--- src/clock_source_gate_monitor_pkg.sv ---
// Purpose: constants shared by the clock source, gate and monitor block
// Assumes: 32-bit Avalon-MM register access, one 20 MHz system clock
// Notes: offsets are byte addresses on the register bus
package clock_source_gate_monitor_pkg;
	localparam int unsigned CLK_PERIOD_NS = 50;
	localparam int unsigned MON_WINDOW_NS = 10000;
	localparam int unsigned MON_WINDOW_CYC = MON_WINDOW_NS / CLK_PERIOD_NS;

	localparam logic [31:0] OFS_GATE_1 = 32'h4000_0030;
	localparam logic [31:0] OFS_GATE_2 = 32'h4000_0034;
	localparam logic [31:0] OFS_OSC_CTRL = 32'h4000_0040;
	localparam logic [31:0] OFS_CLK_SEL = 32'h4000_0044;
	localparam logic [31:0] OFS_MON_CTRL = 32'h4000_0048;

	// implemented gate bits; everything else is reserved and reads zero
	localparam logic [31:0] GATE_1_MASK = 32'h030f_0f10;
	localparam logic [31:0] GATE_2_MASK = 32'h00f3_0f33;
	localparam logic [31:0] GATE_1_RESET = 32'h0000_0000;
	localparam logic [31:0] GATE_2_RESET = 32'h0000_0101;

	localparam logic [7:0] OSC_CTRL_MASK = 8'h3f;
	localparam logic [7:0] OSC_CTRL_RESET = 8'h20;
	localparam int unsigned OSC_FIELDS = 3;
	localparam int unsigned OSC_ON_BIT = 1;
	localparam int unsigned OSC_HALF_BIT = 0;

	localparam logic [7:0] CLK_SEL_MASK = 8'h07;
	localparam logic [7:0] CLK_SEL_RESET = 8'h00;
	localparam int unsigned PLL_IN_SEL_BIT = 2;
	localparam logic [1:0] MAIN_SEL_RING = 2'h0;
	localparam logic [1:0] MAIN_SEL_BYPASS = 2'h2;
	localparam logic [1:0] MAIN_SEL_PLL = 2'h3;

	localparam logic [15:0] MON_CTRL_RESET = 16'h0093;
	localparam int unsigned MON_REC_DIS_BIT = 15;
	localparam int unsigned MON_MAIN_EN_BIT = 7;
	localparam int unsigned MON_MAIN_IE_BIT = 6;
	localparam int unsigned MON_MAIN_FAIL_BIT = 5;
	localparam int unsigned MON_MAIN_PRES_BIT = 4;
	localparam int unsigned MON_XTAL_EN_BIT = 3;
	localparam int unsigned MON_XTAL_IE_BIT = 2;
	localparam int unsigned MON_XTAL_FAIL_BIT = 1;
	localparam int unsigned MON_XTAL_PRES_BIT = 0;

	// monitor channel numbering
	localparam int unsigned MON_XTAL = 0;
	localparam int unsigned MON_MAIN = 1;
	localparam int unsigned MON_CHANNELS = 2;
endpackage

--- src/clock_source_gate_monitor.sv ---
// Purpose: peripheral clock gates, oscillator controls, clock selects and clock monitors
// Assumes: sense inputs are slow toggling copies of the watched clocks, asynchronous to CLK
// Notes:
// Notes on behaviour
// - a peripheral gate stays off until software writes one to its bit, except gate two bits 8 and 0, which reset on
// - writing zero to a gate bit stops that peripheral's clock enable
// - gate register one: timers 25,24,19-16, ports 11-8, DMA 4, low nibble reserved
// - gate register two: front end, converters, PWM, UARTs, I2C, SPI; bits 8,0 reset one
// - source control: ring 5:4 resets 10, internal 3:2, crystal 1:0; 0X off, 1X on
// - crystal field: 0X stops crystal, 10 runs it, 11 runs it halved
// - main select 0X ring, 10 PLL bypass, 11 PLL output; resets to 00
// - presence bits are only meaningful once their monitor enable is set
// - crystal monitor checks oscillation only, not frequency stability
// - main clock failure forces ring oscillator unless recovery disable bit set
// - main fail flag bit 5 sets on failure, write one clears; enable bit 6
// - crystal fail flag bit 1 sets on failure, write one clears; enable bit 2
// - bit 4 shows main clock present, bit 0 shows crystal oscillating
// - monitor register resets to bits 7, 4, 1 and 0 set, others zero
// - PLL input select chooses the clock feeding PLL and its bypass path
//
// Design decision made here: the Avalon-MM register port.
`timescale 1ns/1ps
`default_nettype none
module clock_source_gate_monitor
	import clock_source_gate_monitor_pkg::*;
#(
	parameter int unsigned MON_WINDOW = MON_WINDOW_CYC
) (
	input wire logic CLK,
	input wire logic RST,
	input wire logic [31:0] AVS_ADDRESS,
	input wire logic AVS_READ,
	input wire logic AVS_WRITE,
	input wire logic [31:0] AVS_WRITEDATA,
	input wire logic [3:0] AVS_BYTEENABLE,
	output logic [31:0] AVS_READDATA,
	output logic AVS_WAITREQUEST,
	input wire logic MAIN_CLK_SENSE,
	input wire logic XTAL_SENSE,
	output logic [31:0] PERIPH_GATE_1,
	output logic [31:0] PERIPH_GATE_2,
	output logic RING_OSC_ON,
	output logic RING_OSC_HALF,
	output logic INT_OSC_ON,
	output logic INT_OSC_HALF,
	output logic XTAL_OSC_ON,
	output logic XTAL_OSC_HALF,
	output logic PLL_INPUT_SELECT,
	output logic [1:0] MAIN_CLOCK_SELECT,
	output logic IRQ_MAIN_FAIL,
	output logic IRQ_CRYSTAL_FAIL,
	output logic IRQ
);
	localparam int unsigned CW = $clog2(MON_WINDOW + 1);
	localparam logic [CW-1:0] WIN_LAST = CW'(MON_WINDOW - 1);

	logic ack_ff;
	logic [31:0] rdata_ff;
	logic [31:0] be_mask;
	logic [31:0] wdata;
	logic wr_go;
	logic rd_go;
	logic sel_gate_1;
	logic sel_gate_2;
	logic sel_osc;
	logic sel_clk;
	logic sel_mon;
	logic [31:0] gate_1_ff;
	logic [31:0] gate_2_ff;
	logic [7:0] osc_ff;
	logic [7:0] clk_sel_ff;
	// monitor register kept as separate flops, one owner each, assembled only for reads
	logic rec_dis_ff;
	logic main_en_ff;
	logic main_ie_ff;
	logic xtal_en_ff;
	logic xtal_ie_ff;
	logic main_fail_ff;
	logic xtal_fail_ff;
	logic [15:0] mon_word;
	logic [31:0] nxt_rdata;
	logic [MON_CHANNELS-1:0] mon_en;
	logic [MON_CHANNELS-1:0] present;
	logic [MON_CHANNELS-1:0] fail_evt;
	logic [MON_CHANNELS-1:0] fail_clr;

	// bus slave: one wait state on every access, answer on the second edge
	assign AVS_WAITREQUEST = (AVS_READ | AVS_WRITE) & ~ack_ff;
	assign wr_go = AVS_WRITE & ack_ff;
	assign rd_go = AVS_READ & ~ack_ff;

	always_ff @(posedge CLK or posedge RST) begin
		if (RST) begin
			ack_ff <= 1'b0;
		end else begin
			ack_ff <= (AVS_READ | AVS_WRITE) & ~ack_ff;
		end
	end

	always_comb begin
		sel_gate_1 = 1'b0;
		sel_gate_2 = 1'b0;
		sel_osc = 1'b0;
		sel_clk = 1'b0;
		sel_mon = 1'b0;
		if (AVS_ADDRESS == OFS_GATE_1) begin
			sel_gate_1 = 1'b1;
		end else if (AVS_ADDRESS == OFS_GATE_2) begin
			sel_gate_2 = 1'b1;
		end else if (AVS_ADDRESS == OFS_OSC_CTRL) begin
			sel_osc = 1'b1;
		end else if (AVS_ADDRESS == OFS_CLK_SEL) begin
			sel_clk = 1'b1;
		end else if (AVS_ADDRESS == OFS_MON_CTRL) begin
			sel_mon = 1'b1;
		end
	end

	// byte lanes not enabled keep their old contents
	assign be_mask = {{8{AVS_BYTEENABLE[3]}}, {8{AVS_BYTEENABLE[2]}},
		{8{AVS_BYTEENABLE[1]}}, {8{AVS_BYTEENABLE[0]}}};
	assign wdata = AVS_WRITEDATA & be_mask;

	always_ff @(posedge CLK or posedge RST) begin
		if (RST) begin
			gate_1_ff <= GATE_1_RESET;
		end else if (wr_go && sel_gate_1) begin
			gate_1_ff <= ((gate_1_ff & ~be_mask) | wdata) & GATE_1_MASK;
		end
	end

	always_ff @(posedge CLK or posedge RST) begin
		if (RST) begin
			gate_2_ff <= GATE_2_RESET;
		end else if (wr_go && sel_gate_2) begin
			gate_2_ff <= ((gate_2_ff & ~be_mask) | wdata) & GATE_2_MASK;
		end
	end

	// gated peripherals see a registered enable, glitch free by construction
	assign PERIPH_GATE_1 = gate_1_ff;
	assign PERIPH_GATE_2 = gate_2_ff;

	always_ff @(posedge CLK or posedge RST) begin
		if (RST) begin
			osc_ff <= OSC_CTRL_RESET;
		end else if (wr_go && sel_osc && AVS_BYTEENABLE[0]) begin
			osc_ff <= AVS_WRITEDATA[7:0] & OSC_CTRL_MASK;
		end
	end

	// one decoder per source field: upper bit runs it, lower bit halves it
	logic [OSC_FIELDS-1:0] osc_on;
	logic [OSC_FIELDS-1:0] osc_half;
	genvar gi;
	generate
		for (gi = 0; gi < OSC_FIELDS; gi++) begin : g_osc
			assign osc_on[gi] = osc_ff[2*gi+OSC_ON_BIT];
			assign osc_half[gi] = osc_ff[2*gi+OSC_ON_BIT] & osc_ff[2*gi+OSC_HALF_BIT];
		end
	endgenerate

	assign XTAL_OSC_ON = osc_on[0];
	assign XTAL_OSC_HALF = osc_half[0];
	assign INT_OSC_ON = osc_on[1];
	assign INT_OSC_HALF = osc_half[1];
	assign RING_OSC_ON = osc_on[2];
	assign RING_OSC_HALF = osc_half[2];

	// recovery write wins over a software write in the same cycle
	always_ff @(posedge CLK or posedge RST) begin
		if (RST) begin
			clk_sel_ff <= CLK_SEL_RESET;
		end else begin
			if (wr_go && sel_clk && AVS_BYTEENABLE[0]) begin
				clk_sel_ff <= AVS_WRITEDATA[7:0] & CLK_SEL_MASK;
			end
			if (fail_evt[MON_MAIN] && !rec_dis_ff) begin
				clk_sel_ff[1:0] <= MAIN_SEL_RING;
			end
		end
	end

	// mux itself sits in the clock tree; only the steering lives here
	assign PLL_INPUT_SELECT = clk_sel_ff[PLL_IN_SEL_BIT];
	assign MAIN_CLOCK_SELECT = clk_sel_ff[1:0];

	// monitors: no edge on the sense input for a full window means absent
	logic [MON_CHANNELS-1:0] sense_in;
	assign sense_in[MON_XTAL] = XTAL_SENSE;
	assign sense_in[MON_MAIN] = MAIN_CLK_SENSE;
	assign mon_en[MON_XTAL] = xtal_en_ff;
	assign mon_en[MON_MAIN] = main_en_ff;

	generate
		for (gi = 0; gi < MON_CHANNELS; gi++) begin : g_mon
			logic sense_meta_ff;
			logic sense_sync_ff;
			logic sense_prev_ff;
			logic present_ff;
			logic [CW-1:0] idle_cnt_ff;
			logic edge_seen;
			logic timeout;

			always_ff @(posedge CLK or posedge RST) begin
				if (RST) begin
					sense_meta_ff <= 1'b0;
					sense_sync_ff <= 1'b0;
					sense_prev_ff <= 1'b0;
				end else begin
					sense_meta_ff <= sense_in[gi];
					sense_sync_ff <= sense_meta_ff;
					sense_prev_ff <= sense_sync_ff;
				end
			end

			// only activity is judged, never the frequency
			assign edge_seen = sense_sync_ff ^ sense_prev_ff;
			assign timeout = (idle_cnt_ff == WIN_LAST) & ~edge_seen;

			always_ff @(posedge CLK or posedge RST) begin
				if (RST) begin
					idle_cnt_ff <= '0;
				end else if (!mon_en[gi] || edge_seen) begin
					idle_cnt_ff <= '0;
				end else if (idle_cnt_ff != WIN_LAST) begin
					idle_cnt_ff <= idle_cnt_ff + 1'b1;
				end
			end

			// while disabled the bit freezes, so it is stale until enabled
			always_ff @(posedge CLK or posedge RST) begin
				if (RST) begin
					present_ff <= 1'b1;
				end else if (mon_en[gi]) begin
					if (edge_seen) begin
						present_ff <= 1'b1;
					end else if (timeout) begin
						present_ff <= 1'b0;
					end
				end
			end

			assign present[gi] = present_ff;
			assign fail_evt[gi] = mon_en[gi] & present_ff & timeout;
		end
	endgenerate

	assign fail_clr[MON_XTAL] = wr_go & sel_mon & AVS_BYTEENABLE[0] &
		AVS_WRITEDATA[MON_XTAL_FAIL_BIT];
	assign fail_clr[MON_MAIN] = wr_go & sel_mon & AVS_BYTEENABLE[0] &
		AVS_WRITEDATA[MON_MAIN_FAIL_BIT];

	// control bits of the monitor register
	always_ff @(posedge CLK or posedge RST) begin
		if (RST) begin
			rec_dis_ff <= MON_CTRL_RESET[MON_REC_DIS_BIT];
		end else if (wr_go && sel_mon && AVS_BYTEENABLE[1]) begin
			rec_dis_ff <= AVS_WRITEDATA[MON_REC_DIS_BIT];
		end
	end

	always_ff @(posedge CLK or posedge RST) begin
		if (RST) begin
			main_en_ff <= MON_CTRL_RESET[MON_MAIN_EN_BIT];
			main_ie_ff <= MON_CTRL_RESET[MON_MAIN_IE_BIT];
			xtal_en_ff <= MON_CTRL_RESET[MON_XTAL_EN_BIT];
			xtal_ie_ff <= MON_CTRL_RESET[MON_XTAL_IE_BIT];
		end else if (wr_go && sel_mon && AVS_BYTEENABLE[0]) begin
			main_en_ff <= AVS_WRITEDATA[MON_MAIN_EN_BIT];
			main_ie_ff <= AVS_WRITEDATA[MON_MAIN_IE_BIT];
			xtal_en_ff <= AVS_WRITEDATA[MON_XTAL_EN_BIT];
			xtal_ie_ff <= AVS_WRITEDATA[MON_XTAL_IE_BIT];
		end
	end

	// sticky fail flags: a new failure beats a same-cycle clear
	always_ff @(posedge CLK or posedge RST) begin
		if (RST) begin
			main_fail_ff <= MON_CTRL_RESET[MON_MAIN_FAIL_BIT];
		end else if (fail_evt[MON_MAIN]) begin
			main_fail_ff <= 1'b1;
		end else if (fail_clr[MON_MAIN]) begin
			main_fail_ff <= 1'b0;
		end
	end

	always_ff @(posedge CLK or posedge RST) begin
		if (RST) begin
			xtal_fail_ff <= MON_CTRL_RESET[MON_XTAL_FAIL_BIT];
		end else if (fail_evt[MON_XTAL]) begin
			xtal_fail_ff <= 1'b1;
		end else if (fail_clr[MON_XTAL]) begin
			xtal_fail_ff <= 1'b0;
		end
	end

	// presence bits are the monitors' own state, read only
	// bits 14:8 have no storage and read zero
	always_comb begin
		mon_word = '0;
		mon_word[MON_REC_DIS_BIT] = rec_dis_ff;
		mon_word[MON_MAIN_EN_BIT] = main_en_ff;
		mon_word[MON_MAIN_IE_BIT] = main_ie_ff;
		mon_word[MON_MAIN_FAIL_BIT] = main_fail_ff;
		mon_word[MON_MAIN_PRES_BIT] = present[MON_MAIN];
		mon_word[MON_XTAL_EN_BIT] = xtal_en_ff;
		mon_word[MON_XTAL_IE_BIT] = xtal_ie_ff;
		mon_word[MON_XTAL_FAIL_BIT] = xtal_fail_ff;
		mon_word[MON_XTAL_PRES_BIT] = present[MON_XTAL];
	end

	assign IRQ_MAIN_FAIL = main_fail_ff & main_ie_ff;
	assign IRQ_CRYSTAL_FAIL = xtal_fail_ff & xtal_ie_ff;
	assign IRQ = IRQ_MAIN_FAIL | IRQ_CRYSTAL_FAIL;

	// read data is captured in the wait cycle and stands at the answer edge
	always_comb begin
		nxt_rdata = '0;
		if (sel_gate_1) begin
			nxt_rdata = gate_1_ff;
		end else if (sel_gate_2) begin
			nxt_rdata = gate_2_ff;
		end else if (sel_osc) begin
			nxt_rdata = {24'h00_0000, osc_ff};
		end else if (sel_clk) begin
			nxt_rdata = {24'h00_0000, clk_sel_ff};
		end else if (sel_mon) begin
			nxt_rdata = {16'h0000, mon_word};
		end
	end

	always_ff @(posedge CLK or posedge RST) begin
		if (RST) begin
			rdata_ff <= '0;
		end else if (rd_go) begin
			rdata_ff <= nxt_rdata;
		end
	end

	assign AVS_READDATA = rdata_ff;
endmodule
`default_nettype wire

--- config.mk ---
export PLATFORM = sky130hd
export DESIGN_NAME = clock_source_gate_monitor
export DESIGN_NICKNAME = d
export VERILOG_FILES = /design/src/clock_source_gate_monitor_pkg.sv /design/src/clock_source_gate_monitor.sv
export SDC_FILE = /design/constraint.sdc
export NUM_CORES = 1
export LEC_CHECK = 0
export ABC_AREA = 1
export ABC_CLOCK_PERIOD_IN_PS = 3600
export BUFFER_PORTS_ARGS = -buffer_cell sky130_fd_sc_hd__buf_2
export CELL_PAD_IN_SITES_DETAIL_PLACEMENT = 0
export CELL_PAD_IN_SITES_GLOBAL_PLACEMENT = 1
export CORE_AREA = 2 2 118 120
export DETAILED_ROUTE_END_ITERATION = 16
export DIE_AREA = 0 0 120 122
export PLACE_DENSITY_LB_ADDON = 0.1
export SLEW_MARGIN = 20
export SYNTH_ARGS = -nofsm -noshare
export SYNTH_HDL_FRONTEND = slang
export SYNTH_SLANG_ARGS = --single-unit
--- constraint.sdc ---
create_clock -name CLK -period 3.6 [get_ports CLK]
set_clock_uncertainty 0.1 [all_clocks]
set_input_delay 0.18 -clock CLK [delete_from_list [all_inputs] [get_ports CLK]]
set_output_delay 0.18 -clock CLK [all_outputs]
set_load 0.02 [all_outputs]
==> results of run 1 <==
metal layers:
metal	up-vias	wire length (µm)	track usage, %	share of wire [%]
li1	1968	-	-	-
met3	10	652	4.682	5.6
met1	1767	5350	22.28	46
met2	106	5546	26.99	48
met4	0	123	4.265	1.1
met5	-	0	0	0
how the worst min path moves through the flow:
| stage | startpoint | to | slack (ps) |
|---|---|---|---|
| floorplan | XTAL_SENSE | g_mon[0].sense_meta_ff$_DFF_PP0_ | 110 |
| global route | AVS_WRITEDATA[10] | flip-flop | 30 |
| detailed placement | MAIN_CLK_SENSE | g_mon[1].sense_meta_ff$_DFF_PP0_ | 190 |
| global placement | XTAL_SENSE | g_mon[0].sense_meta_ff$_DFF_PP0_ | 190 |
| CTS | AVS_WRITEDATA[9] | flip-flop | 8 |
| finish | AVS_WRITEDATA[17] | flip-flop | 20 |
synth_stat cells:
cell        n  area (µm²)
o22ai_1     1       6.260
nor2_4      3       33.78
nor2_2      4       25.02
buf_6       2       22.52
buf_4      50       375.4
nand3_2     2       20.02
nand2_1   135       506.7
nor2_1     50       187.7
nor3_1     12       60.06
xor2_1      3       26.28
nor3_2      1       10.01
nand3_1    36       180.2
conb_1      1       3.750
o21ai_2    14       122.6
nand2_2     3       18.77
o211ai_1    1       7.510
dfrtp_1    82        2052
o21ai_1     9       45.04
a21oi_1    19       95.09
inv_2       1       3.750
o21a_1      3       22.52
inv_1      56       210.2
dfstp_2     7       183.9
clkinv_4    1       8.760
ha_1        2       25.02
nor3_4      1       16.27
nand2_4     5       56.30
clkbuf_1    4       15.01
a31oi_1     8       50.05
clkinv_1    1       3.750
or2_2       1       6.260
o31ai_1     2       15.01
o21ai_0    20       100.1
nand4_1     8       50.05
power by group through the flow:
stage	combinational, W	clock [W]	sequential (W)
after global routing	0.000247	0.000956	0.00103
after detailed placement	0.000208	0	0.00105
after floorplan	0.000154	0	0.00106
after CTS	0.000223	0.000910	0.00103
final	0.000219	0.000879	0.00103
after global placement	0.000208	0	0.00105
cell usage in the layout (no fill, tap or decap), types with 2 or more instances in the layout:
cell / count
clkinv_2: 2
nor2_1: 50
a31oi_1: 8
conb_1: 48
ha_1: 2
clkbuf_1: 3
buf_2: 125
o21ai_1: 9
nand3_2: 2
xor2_1: 3
nor2_4: 3
nand2_2: 3
o21a_1: 3
nand4_1: 8
buf_4: 3
clkbuf_16: 9
inv_1: 55
o21ai_2: 14
nand2_1: 135
o21ai_0: 20
nor3_1: 12
nand2_4: 5
clkbuf_8: 2
a21oi_1: 19
dfrtp_1: 82
nand3_1: 36
o31ai_1: 2
nor2_2: 4
dlygate4sd3_1: 19
dfstp_2: 7
cells by family (layout without fill, tap and decap cells):
family | after synthesis | after routing | share of synthesized area, %
AND/OR/NAND/NOR | 261 | 261 | 25.65
buffers and inverters | 115 | 222 | 14.00
flip-flops | 89 | 89 | 48.97
AO/OA/AOI/OAI | 77 | 77 | 10.17
XOR/XNOR | 3 | 3 | 0.5756
adder cells (fa/ha/maj) | 2 | 2 | 0.5480
other | 1 | 48 | 0.08214
cell type report:
cell class	count	area share, %
clock buffers	14	4.656
clock inverters	2	0.2207
inverters	59	4.016
multi-input cells	391	32.92
flip-flops and latches	89	39.43
well taps	180	3.972
repair buffers	147	14.78
through the flow:
| step | std cells | hold slack (ps) | power (W) | worst slack (ps) | util (%) |
|---|---|---|---|---|---|
| after floorplan | 595 | 111.4 | 0.001217 | 1025 | - |
| after global placement | 847 | 190.5 | 0.001255 | 1442 | 38.53 |
| after detailed placement | 847 | 189.7 | 0.001256 | 1445 | 38.53 |
| after CTS | 882 | 8.376 | 0.002163 | 1539 | 41.99 |
| after global routing | 882 | 25.29 | 0.002233 | 1337 | 41.99 |
| final | 882 | 15.95 | 0.002127 | 1570 | 41.99 |
worst max-delay path, delay by kind of cell, from the launching register on:
family	cells	cell delay [ps]
adder cells (fa/ha/maj)	1	220
flip-flops	1	410
AND/OR/NAND/NOR	5	1170
==> results by stage, run 1 <==
Die:
- The placement row count is 43.
- The floorplan step defined a die boundary enclosing 0.01464 mm².
- The area of the core is 0.01350 mm².
- The die height is between 100 and 150 µm.
- The width of the chip is 120 µm.
- Pin placement for this block handled 183 I/O pins.
- The initial core utilization is 33.81%.

Critical path:
- The category of the worst setup path launch point is a flip-flop.
- The worst register-to-register path ends at clk_sel_ff[0]$_DFFE_PP0P_.
- STA puts the critical path data arrival time at 2150 ps.
- The cell seen most often among critical-path stages is nor3_1.
- The critical path endpoint is clk_sel_ff[0]$_DFFE_PP0P_.
- Across all register-to-register paths, the minimum setup slack is 1570 ps.
- The worst register-to-register path begins at g_mon[1].idle_cnt_ff[0]$_DFFE_PP0P_.
- The stage delay of the slowest cell on the critical path is 500 ps.
- The critical path in this run is classified as flip-flop to flip-flop.
- The nature of the critical path endpoint is a flip-flop.
- The beginning of the critical path is g_mon[1].idle_cnt_ff[0]$_DFFE_PP0P_.
- Of all nets on the critical path, the largest fanout is 5.
- The logic depth of the worst register-to-register path is 6.
- The cell with the largest stage delay on the worst path is nor3_1.
- Data on the critical path is required at its endpoint by 3720 ps.
- The critical path goes through ha_1 -> nand2_1 -> nor3_1 -> nand2_1 -> nor3_1 -> nor3_1.

Layout:
- The finished layout cell area is 0.005670 mm².
- The count of nets after finishing is 773.
- The proportion of layout cells with a drive suffix above 1 is approximately a quarter.
- The area occupied by multi-input gates is 0.001867 mm².
- The antenna cell count is 0.
- The fill cell total of the finished layout is 1447.
- The layout overhead on the synthesized area is 24.20%.
- The sequential cells in the finished layout cover a total of 0.002236 mm².

Timing:
- The number of max-slew violations in the final report is 0.
- The upper clock frequency limit is between 0.4 and 0.5 GHz.
- The final period utilization is 56.38%.
- The final-report hold violation count is 0.
- After routing, the total negative slack on setup checks comes to 0 ps.
- The count of endpoints failing setup in the final report is 0.
- Headroom to the max-slew limit came out at 45.58%.
- At the pin with the least slew margin, the transition time is 815.4 ps.
- The worst path needs 2030 ps of the cycle, external delays included.
- Setup repair after global routing left no endpoint under its margin.

Hold path:
- The path class of the tightest hold or removal check is input port to flip-flop.
- The cell depth of the worst hold path is 3.

Pwr:
- Of the total power, the share spent switching nets is 25.15%.
- Summed over all nets, the switching power comes to 0.0005351 W.
- Across the VDD grid, the largest voltage drop is 0.2872 mV.
- The internal power is between 0.0015 and 0.002 W.
- For this design the static power due to leakage is about 3.1 nW.
- Per report_power, the sequential group accounts for 48.4% of the total.
- The clock group share of total power is 41.3%.
- For this design the ratio of total power to cell area is 375.1 mW/mm².
- The share of total power dissipated in combinational logic is 10.3%.

Clocking:
- In this run, post-CTS repair resized a total of 0 instances.
- After clock tree synthesis, the clock-pin slew on the worst setup and hold paths is roughly 60 ps.
- Buffers inserted during clock tree synthesis total 9.
- The number of setup buffers added after CTS is 0.
- In this run, post-CTS hold repair placed 19 buffers.
- The clock net in this run drives a total of 89 sinks.
- The TritonCTS clock tree is built.
- Counting along the longest clock path gives a buffer depth of 2.
- The clock latency on the worst-skew pair is between 300 and 400 ps.
- The clock tree root driver cell is clkbuf_16.
- The H-tree depth is 3.

Logic synthesis:
- After technology mapping, the gate count stands at about 550.
- The number of flip-flops and latches in the synthesized netlist is 89.
- Synthesis instantiated 34 different standard cells from the library.
- The post-synth design cell area is 0.004566 mm².
- Of the synthesized area, sequential elements account for 48.97%.
- The number of synthesis warnings is 0.
- The mean post-synth cell area is about 8.3 µm².

Detailed routing:
- The number of nets with antenna violations after detailed routing is 0.
- The first detailed-routing pass took 4 iterations.
- The detailed router's first-iteration violation count is about 200.
- The average vias per placed instance is 4.366.
- The routed design has ~12 mm of wire.
- In the routed design, unresolved DRC markers number 0.
- The post-detailed-route wirelength per cell is ~13 µm.
- The via count of the routed design is 3851.

GRT:
- The all-layer global routing usage is 16.74%.
- The maximum number of pins on one net before global-route repair is 49.
- The number of global-route vias before repair is 3741.
- Global routing finished with a remaining overflow of 0.
- The first global-routing pass estimated 19.09 mm of wire.
- The number of antenna violations at the first check in global routing came to 0.

Status:
- The run finished with clean final reports.

Job:
- The max-capacitance violation count is 0.

Placed design:
- The instance area at placement is around 0.0052 mm².
- The detailed-placement wirelength estimate is about 9 mm.
- The count of buffers from port buffering is 125.
- The congestion estimate from routability-driven global placement came to 0.8235.
Power figures use the tool's default switching activity.
==> run 2, diff against run 1 <==
Settings changed: ABC_CLOCK_PERIOD_IN_PS 3600 to 1800, CORE_AREA 2 2 118 120 to 2 2 125 127, DIE_AREA 0 0 120 122 to 0 0 127 129.
Clock period 3.6 ns to 1.8 ns, I/O delays scaled along.
==> run 2 against run 1 <==
  * Clock-buffer cell count unchanged
  * Sequential power up 100%
  * Setup slack worse by 1400 ps
  * Clock power up 110%
  * Register-to-register slack worse by 1400 ps
  * Fmax up 25%
  * Combinational power up 120%
  * First-iteration DRC count up 29%
  * Global-route usage down 1.4 points
  * Sequential share of layout area down 2.1 points
  * Routed wire length up 4.3%
==> results by stage, run 2 (synthesis gave the netlist of run 1 again) <==
Timing:
- The final-report hold violation count came to 0.
- Derived from the worst setup path, the maximum achievable clock frequency is 0.6156 GHz.
- Hold timing on the final database bottoms out at a slack of 76.93 ps.
- Setup repair after global routing left no endpoint under its margin.
- The slew of the pin with the lowest slew margin is 518.2 ps.
- Setup violations remaining at the end of the flow were counted as 0.
- The worst relative slew slack is 65.38%.
- After routing, the total negative slack on setup checks comes to 0 ps.
- The number of max-slew violations in the final report was 0.
- After layout, the minimum clock period comes to 1624 ps.
- In the finished design, the share of the clock period the worst path needs comes to 90.25%.

GRT:
- Entering global routing, the biggest net connects 39 pins.
- The number of antenna violations at the first check in global routing was 0.
- In the global route stage, overall resource usage came out at 15.29%.
- The first global-routing pass estimated 19.62 mm of wire.
- The number of global-route vias before repair is roughly 3800.
- The sum of overflow across all layers after global routing is 0.

Placed design:
- Routability-driven placement finished with a final weighted congestion of 0.7453.
- Summing all placed instances gives a cell area of around 0.0054 mm².
- The detailed-placement wirelength estimate is 9.224 mm.
- Buffers placed on the I/O ports in this run total 125.

Clocking:
- The TritonCTS clock tree is built.
- After clock tree synthesis, the clock-pin slew on the worst setup and hold paths is about 60 ps.
- The clock latency on the worst-skew pair is 340 ps.
- The number of sinks handled by clock tree synthesis is slightly below 90.
- The clock passes through at most 2 buffers.
- The H-tree depth is 3.
- TritonCTS created 9 clock buffers.
- The tree is rooted in a clkbuf_16.

Layout:
- Summing all non-filler instances in the final layout gives an area of about 0.006 mm².
- From synthesis to final layout, the design area changed by 31.32%.
- After filler insertion, the fill cell instance count of the layout stands at 1566.
- The most frequent standard cell in the layout excluding fill and tap cells is nand2_1.
- The antenna cell count is 0.
- The proportion of layout cells with a drive suffix above 1 is 27.79%.
- Summing all flip-flop and latch instances after layout gives ~0.0022 mm².
- Cells fill 40.03% of the core in the end.
- The area occupied by multi-input gates is 0.001867 mm².
- The top cell types in the final layout, fill and taps aside, are nand2_1, buf_2, dfrtp_1.
- The final layout contains 805 nets.

Status:
- The run finished with clean final reports.

Detailed routing:
- The overall routed net length is ~12 mm.
- The total routed wire length on the met1 layer is 5.584 mm.
- In the final routed layout, each cell accounts on average for 13.20 µm.
- Detailed routing inserted a total of 4001 vias.
- The number of optimization iterations in the first detailed-route pass is 4.
- The detail route stage leaves a number of antenna-violating nets equal to 0.
- The met3 wire length is 606 µm.
- The detailed router finished its first iteration with 253 violations.
- The highest routed metal layer is met4.
- The average vias per placed instance is 4.339.
- The total met2 wirelength after detailed routing is 5.851 mm.
- The detailed-route DRC error count is 0.

Pwr:
- The total power density per cell area is 736.0 mW/mm².
- The share of total power dissipated in sequential elements is 46.6%.
- The total power draw is 0.004413 W.
- Combinational logic burns a little over a tenth of the power.
- The largest voltage drop on the vdd net is 0.6289 mV.
- The switching part of the total is around a quarter.
- The clock group share of total power is a little over two fifths.
- Cell internal power was estimated by the tool at about 0.0033 W.
- The leakage dissipation is 3.279 nW.
- For this design the total switching power over the nets is 0.001093 W.

Die:
- The die area is 0.01638 mm².
- The core region is roughly 0.015 mm².
- The number of I/O pins is about 180.
- Once the floorplan was initialized, standard cells occupied a little under a third of the core.
- The floorplan step set the die height to 129 µm.
- The width of the chip is 127 µm.
- In this run the core area contains 45 standard-cell rows.

Critical path:
- Along the worst path, the maximum fanout reaches 4.
- The critical register-to-register path startpoint is ack_ff$_DFF_PP0_.
- The critical path is of the flip-flop to flip-flop type.
- The slowest stage of the critical path is the dlygate4sd3_1 cell.
- Data on the critical path arrives at its endpoint at 1800 ps.
- Data on the critical path is required at its endpoint by 1980 ps.
- The worst register-to-register path has a setup slack of 180 ps.
- The signal on the critical path passes through nand2_1 -> nor2_2 -> nand3_1 -> dlygate4sd3_1 -> nand2_1.
- The category of the worst setup path launch point is a flip-flop.
- The stage delay of the slowest cell on the critical path is 570 ps.
- STA classifies the critical path endpoint as a flip-flop.
- Counting cells, the worst reg-to-reg path comes to 5.
- The cell seen most often among critical-path stages is nand2_1.

Hold path:
- The path class of the tightest hold or removal check is input port to flip-flop.
- The cell depth of the worst hold path is 6.
- The worst hold path terminates at rec_dis_ff$_DFFE_PP0P_.
- The hold path startpoint is AVS_BYTEENABLE[1].

Job:
- The max-capacitance violation count is 0.
==> run 2: cell count changes in the layout (fill, tap and decap cells not counted), sizes merged <==
cell,previous run,this run
clkinvlp,1,2
buf,128,148
bufinv,0,1
clkinv,4,2
dlygate4sd3,19,31
==> run 2: worst max path at each step <==
stage                                                   start                         to  slack, ps  cells past startpoint
after floorplan           g_mon[1].idle_cnt_ff[0]$_DFFE_PP0P_  clk_sel_ff[0]$_DFFE_PP0P_        190                      6
after global placement                        AVS_ADDRESS[23]                  flip-flop        100                      9
after detailed placement                      AVS_ADDRESS[23]                  flip-flop         50                      9
after CTS                                     AVS_ADDRESS[23]                  flip-flop        100                     11
after global routing                          AVS_ADDRESS[21]                  flip-flop         30                     11
final                                        ack_ff$_DFF_PP0_                  flip-flop        180                      5
==> run 2: per-stage QoR <==
step	instances	setup slack [ps]
2_1_floorplan	595	188.9
3_3_place_gp	874	102.2
3_5_place_dp	874	51.67
4_1_cts	921	100.1
5_1_grt	922	27.85
6_report	922	175.6
==> run 2: layer usage <==
| layer | vias to the layer above | track usage (%) |
|---|---|---|
| li1 | 2023 | - |
| met1 | 1879 | 19.87 |
| met2 | 92 | 25.49 |
| met3 | 7 | 3.867 |
| met4 | 0 | 4.266 |
| met5 | - | 0 |
==> run 2: power by group through the flow <==
stage                     registers [W]  logic, W  clock network (W)
after floorplan                 0.00213  0.000309                  0
after global placement          0.00209  0.000431                  0
after detailed placement        0.00209  0.000434                  0
after CTS                       0.00206  0.000486            0.00195
after global routing            0.00206  0.000533            0.00203
final                           0.00206  0.000480            0.00187
==> run 2: final cells by class <==
class / instances / share of cell area, %
timing repair buffer: 179 / 18.91
clock inverter: 2 / 0.6260
sequential: 89 / 37.29
clock buffer: 14 / 4.236
multi-input combinational: 391 / 31.14
tap: 188 / 3.923
inverter: 59 / 3.881
==> run 2: critical path, delay by kind of cell, from the launching register on <==
kind | cells | cell delay (ps)
buf+inv | 1 | 570
flops | 1 | 380
simple gates | 4 | 490
==> run 2: repair_timing <==
item | CTS | global route
buffers inserted | 0 | 1
hold buffers | 31 | 0
endpoints found under the hold margin | 57 | 0
setup endpoints to repair | 0 | 2
resized for setup | 0 | 1
==> run 3, diff against run 2 <==
Settings changed: CORE_AREA 2 2 125 127 to 2 2 175 91, DIE_AREA 0 0 127 129 to 0 0 177 93, MAX_ROUTING_LAYER set to met4, SKIP_CTS_REPAIR_TIMING set to 1.
==> run 3 against run 2 <==
  * The flow now finishes with violations (hold timing)
  * Flip-flop and latch count stayed put
  * Combinational power hardly changed
  * Non-clock buffer count is 4 lower
  * Global-route usage is 1.0 points higher
  * Register-to-register slack hardly changed
  * Clock power is 4% lower
  * Worst hold slack worse by 130 ps
  * Fmax is 0.40% higher
  * Clock-buffer cell count is 5 lower
  * Critical path type unchanged
  * Largest cell class unchanged
==> results by stage, run 3 (synthesis gave the netlist of run 1 again) <==
Status:
- The flow ran to the end, but the final reports show violations.
- The checks that failed: hold timing.

Pwr:
- The total power density per cell area is 724.4 mW/mm².
- Power comes to 0.004327 W.
- The leakage dissipation is 3.255 nW.
- The largest voltage drop on the vdd net is 0.3348 mV.

Clocking:
- The H-tree was split into 3 levels.
- The clock passes through at most 2 buffers.
- Clock-pin slew was measured on the worst setup and hold paths at 70 ps.
- CTS placed an instance of clkbuf_16 at the clock tree root.
- For the worst-skew pair, the clock arrives at the later sink with an insertion delay of between 300 and 400 ps.
- The number of sinks handled by clock tree synthesis is 89.
- The number of buffers created by CTS is 9.
- The TritonCTS clock tree is built.

Timing:
- At the pin with the least slew margin, the transition time is 523.2 ps.
- The final-report hold violation count is 1.
- Setup repair after global routing left no endpoint under its margin.
- The worst path uses 89.89% of the clock period.
- In the final timing run, aggregate negative setup slack is 0 ps.
- The clock period minus final worst setup slack is 1618 ps.
- The count of endpoints failing setup in the final report is 0.
- The number of max-slew violations in the final report is 0.
- The worst relative slew slack is approximately 65%.
- The post-layout worst setup margin is 182.0 ps.
- Timing would allow up to roughly 0.6 GHz.
- Across all hold checks on the routed design, the worst slack comes to -49.55 ps.

Die:
- The die area is 0.01646 mm².
- The floorplan has 32 rows.
- 183 I/O pins were placed.
- For this configuration, the core starts out at a cell density of ~30%.
- The core region is 0.01501 mm².
- The die height is 93 µm.
- The width of the chip is ~180 µm.

GRT:
- The number of global-route vias before repair is 3609.
- The number of antenna violations at the first check in global routing is 0.
- Entering global routing, the biggest net connects 41 pins.
- The all-layer global routing usage is 16.29%.
- The sum of overflow across all layers after global routing is 0.
- The first global-routing pass estimated 19.76 mm of wire.

Layout:
- Measured on the finished design, the core utilization comes to 39.78%.
- In the final layout, flip-flops and latches occupy between 0.002 and 0.0025 mm².
- Compared with the post-synthesis result, the final layout area differs by 30.83%.
- The library cell used most frequently in the layout, excluding fill and tap cells, is nand2_1.
- Excluding fillers, the count of instances in the completed layout stands at 934.
- The proportion of layout cells with a drive suffix above 1 is around 29%.
- The count of nets after finishing is roughly 800.
- The area occupied by multi-input gates is 0.001877 mm².
- The library cells used most frequently in the layout, excluding fill and tap cells, are nand2_1, buf_2, dfrtp_1.
- The fill cell total of the finished layout is about 1600.
- The number of antenna diodes in the final layout is 0.

Detailed routing:
- The overall routed net length is roughly 13 mm.
- After the first detailed-routing iteration, the DRC count stood at 189.
- The count of nets left with antenna violations once routing finished came out at 0.
- After detailed routing, the number of vias per cell comes to 4.286.
- Summing over every cut layer, the via total after detailed routing is about 4000.
- The number of optimization iterations in the first detailed-route pass is 4.
- After detailed routing, the number of remaining DRC violations is 0.
- The post-detailed-route wirelength per cell is around 14 µm.

Critical path:
- Counting both buffers and inverters, the worst setup path holds a total of 1.
- The beginning of the critical path is g_mon[1].idle_cnt_ff[1]$_DFFE_PP0P_.
- The arrival time at the worst endpoint is 1750 ps.
- The number of cells on the worst reg-to-reg path is 7.
- The worst reg2reg path endpoint is clk_sel_ff[0]$_DFFE_PP0P_.
- The register-to-register setup slack is 180 ps.
- The critical register-to-register path startpoint is g_mon[1].idle_cnt_ff[1]$_DFFE_PP0P_.
- Among cell families on the critical path, the largest total delay comes from simple AND/OR/NAND/NOR gates.
- The maximum net fanout on the critical path is 4.
- The stage delay of the slowest cell on the critical path is about 410 ps.
- The worst endpoint required time is slightly below 2000 ps.
- The critical path depth in cells is 7.
- STA classifies the critical path endpoint as a flip-flop.
- Traced cell by cell, the critical path runs through ha_1 -> nand2_1 -> nor3_2 -> nand2_1 -> nor3_2 -> buf_4 -> nor3_1.
- The type of the worst setup path is flip-flop to flip-flop.
- The critical path endpoint is clk_sel_ff[0]$_DFFE_PP0P_.
- The worst setup path is launched from a flip-flop.
- For this design, the slowest cell found on the critical path is dfrtp_1.

Placed design:
- The post-placement worst setup slack is 51.37 ps.
- The number of cells in the design after placement is a little under 900.
- Buffers placed on the I/O ports in this run total 125.
- The placer's final routability congestion estimate is 0.7600.
- Detailed placement ended at an HPWL of 10.05 mm.

Job:
- Max-cap violations in this run came to 0.

Hold path:
- The min-delay analysis places its worst path in the category input port to flip-flop.
[run 3: changes by cell type in the layout (fill, tap and decap cells not counted)]
| cell | delta |
|---|---|
| inv_6 | +2 |
| bufinv_16 | -1 |
| dlygate4sd3_1 | -3 |
| clkbuf_1 | -4 |
| buf_4 | -1 |
| clkinvlp_4 | +2 |
| nor3_1 | -2 |
| clkinv_2 | +1 |
| clkinv_4 | +1 |
| inv_4 | -1 |
| inv_2 | +1 |
| nor3_2 | +2 |
| clkbuf_8 | -1 |
[run 3: cell type report]
cell class                      count  area share (%)
Timing Repair Buffer              175           18.35
Multi-Input combinational cell    391           31.42
Clock inverter                      7          0.9007
Clock buffer                        9           3.770
Sequential cell                    89           37.43
Inverter                           59           3.854
Tap cell                          204           4.273
[run 3: metal layers]
metal	track usage (%)	share of wire, %	wire [µm]	up-vias
met5	-	0	0	-
met4	3.512	0.76	99	0
met3	3.862	6.7	871	10
met2	20.91	38	4883	129
met1	25.24	55	7092	1835
li1	-	-	-	2029
[run 3: per-stage QoR]
stage                     area (µm²)  hold slack (ps)
after floorplan                 4746            21.43
after global placement          5396            60.41
after detailed placement        5396            53.85
after CTS                       5675           -310.8
after global routing            5973            10.75
final                           5973           -49.55
[run 3: worst min path at each step]
stage                           from                                to  slack, ps  depth (start not counted)
after floorplan           XTAL_SENSE  g_mon[0].sense_meta_ff$_DFF_PP0_         20                          0
after global placement           RST         clk_sel_ff[2]$_DFFE_PP0P_         60                          2
after detailed placement         RST         clk_sel_ff[2]$_DFFE_PP0P_         50                          2
after CTS                        RST  g_mon[0].sense_sync_ff$_DFF_PP0_       -310                          2
after global routing       AVS_WRITE                  ack_ff$_DFF_PP0_         10                          3
final                      AVS_WRITE                  ack_ff$_DFF_PP0_        -50                          3
[run 3: report_power, final]
group / total [W] / switching, W / internal [W]
combinational: 0.000480 / 0.000313 / 0.000166
clock: 0.00179 / 0.000841 / 0.000946
sequential: 0.00206 / 0.0000244 / 0.00204
total: 0.00433 / 0.00118 / 0.00315
[run 3: worst reg2reg max path: cells and delay by family, from the launching register on]
family | cells | cell delay (ps)
fa+ha+maj | 1 | 210
buf+inv | 1 | 160
simple gates | 5 | 630
flops | 1 | 410
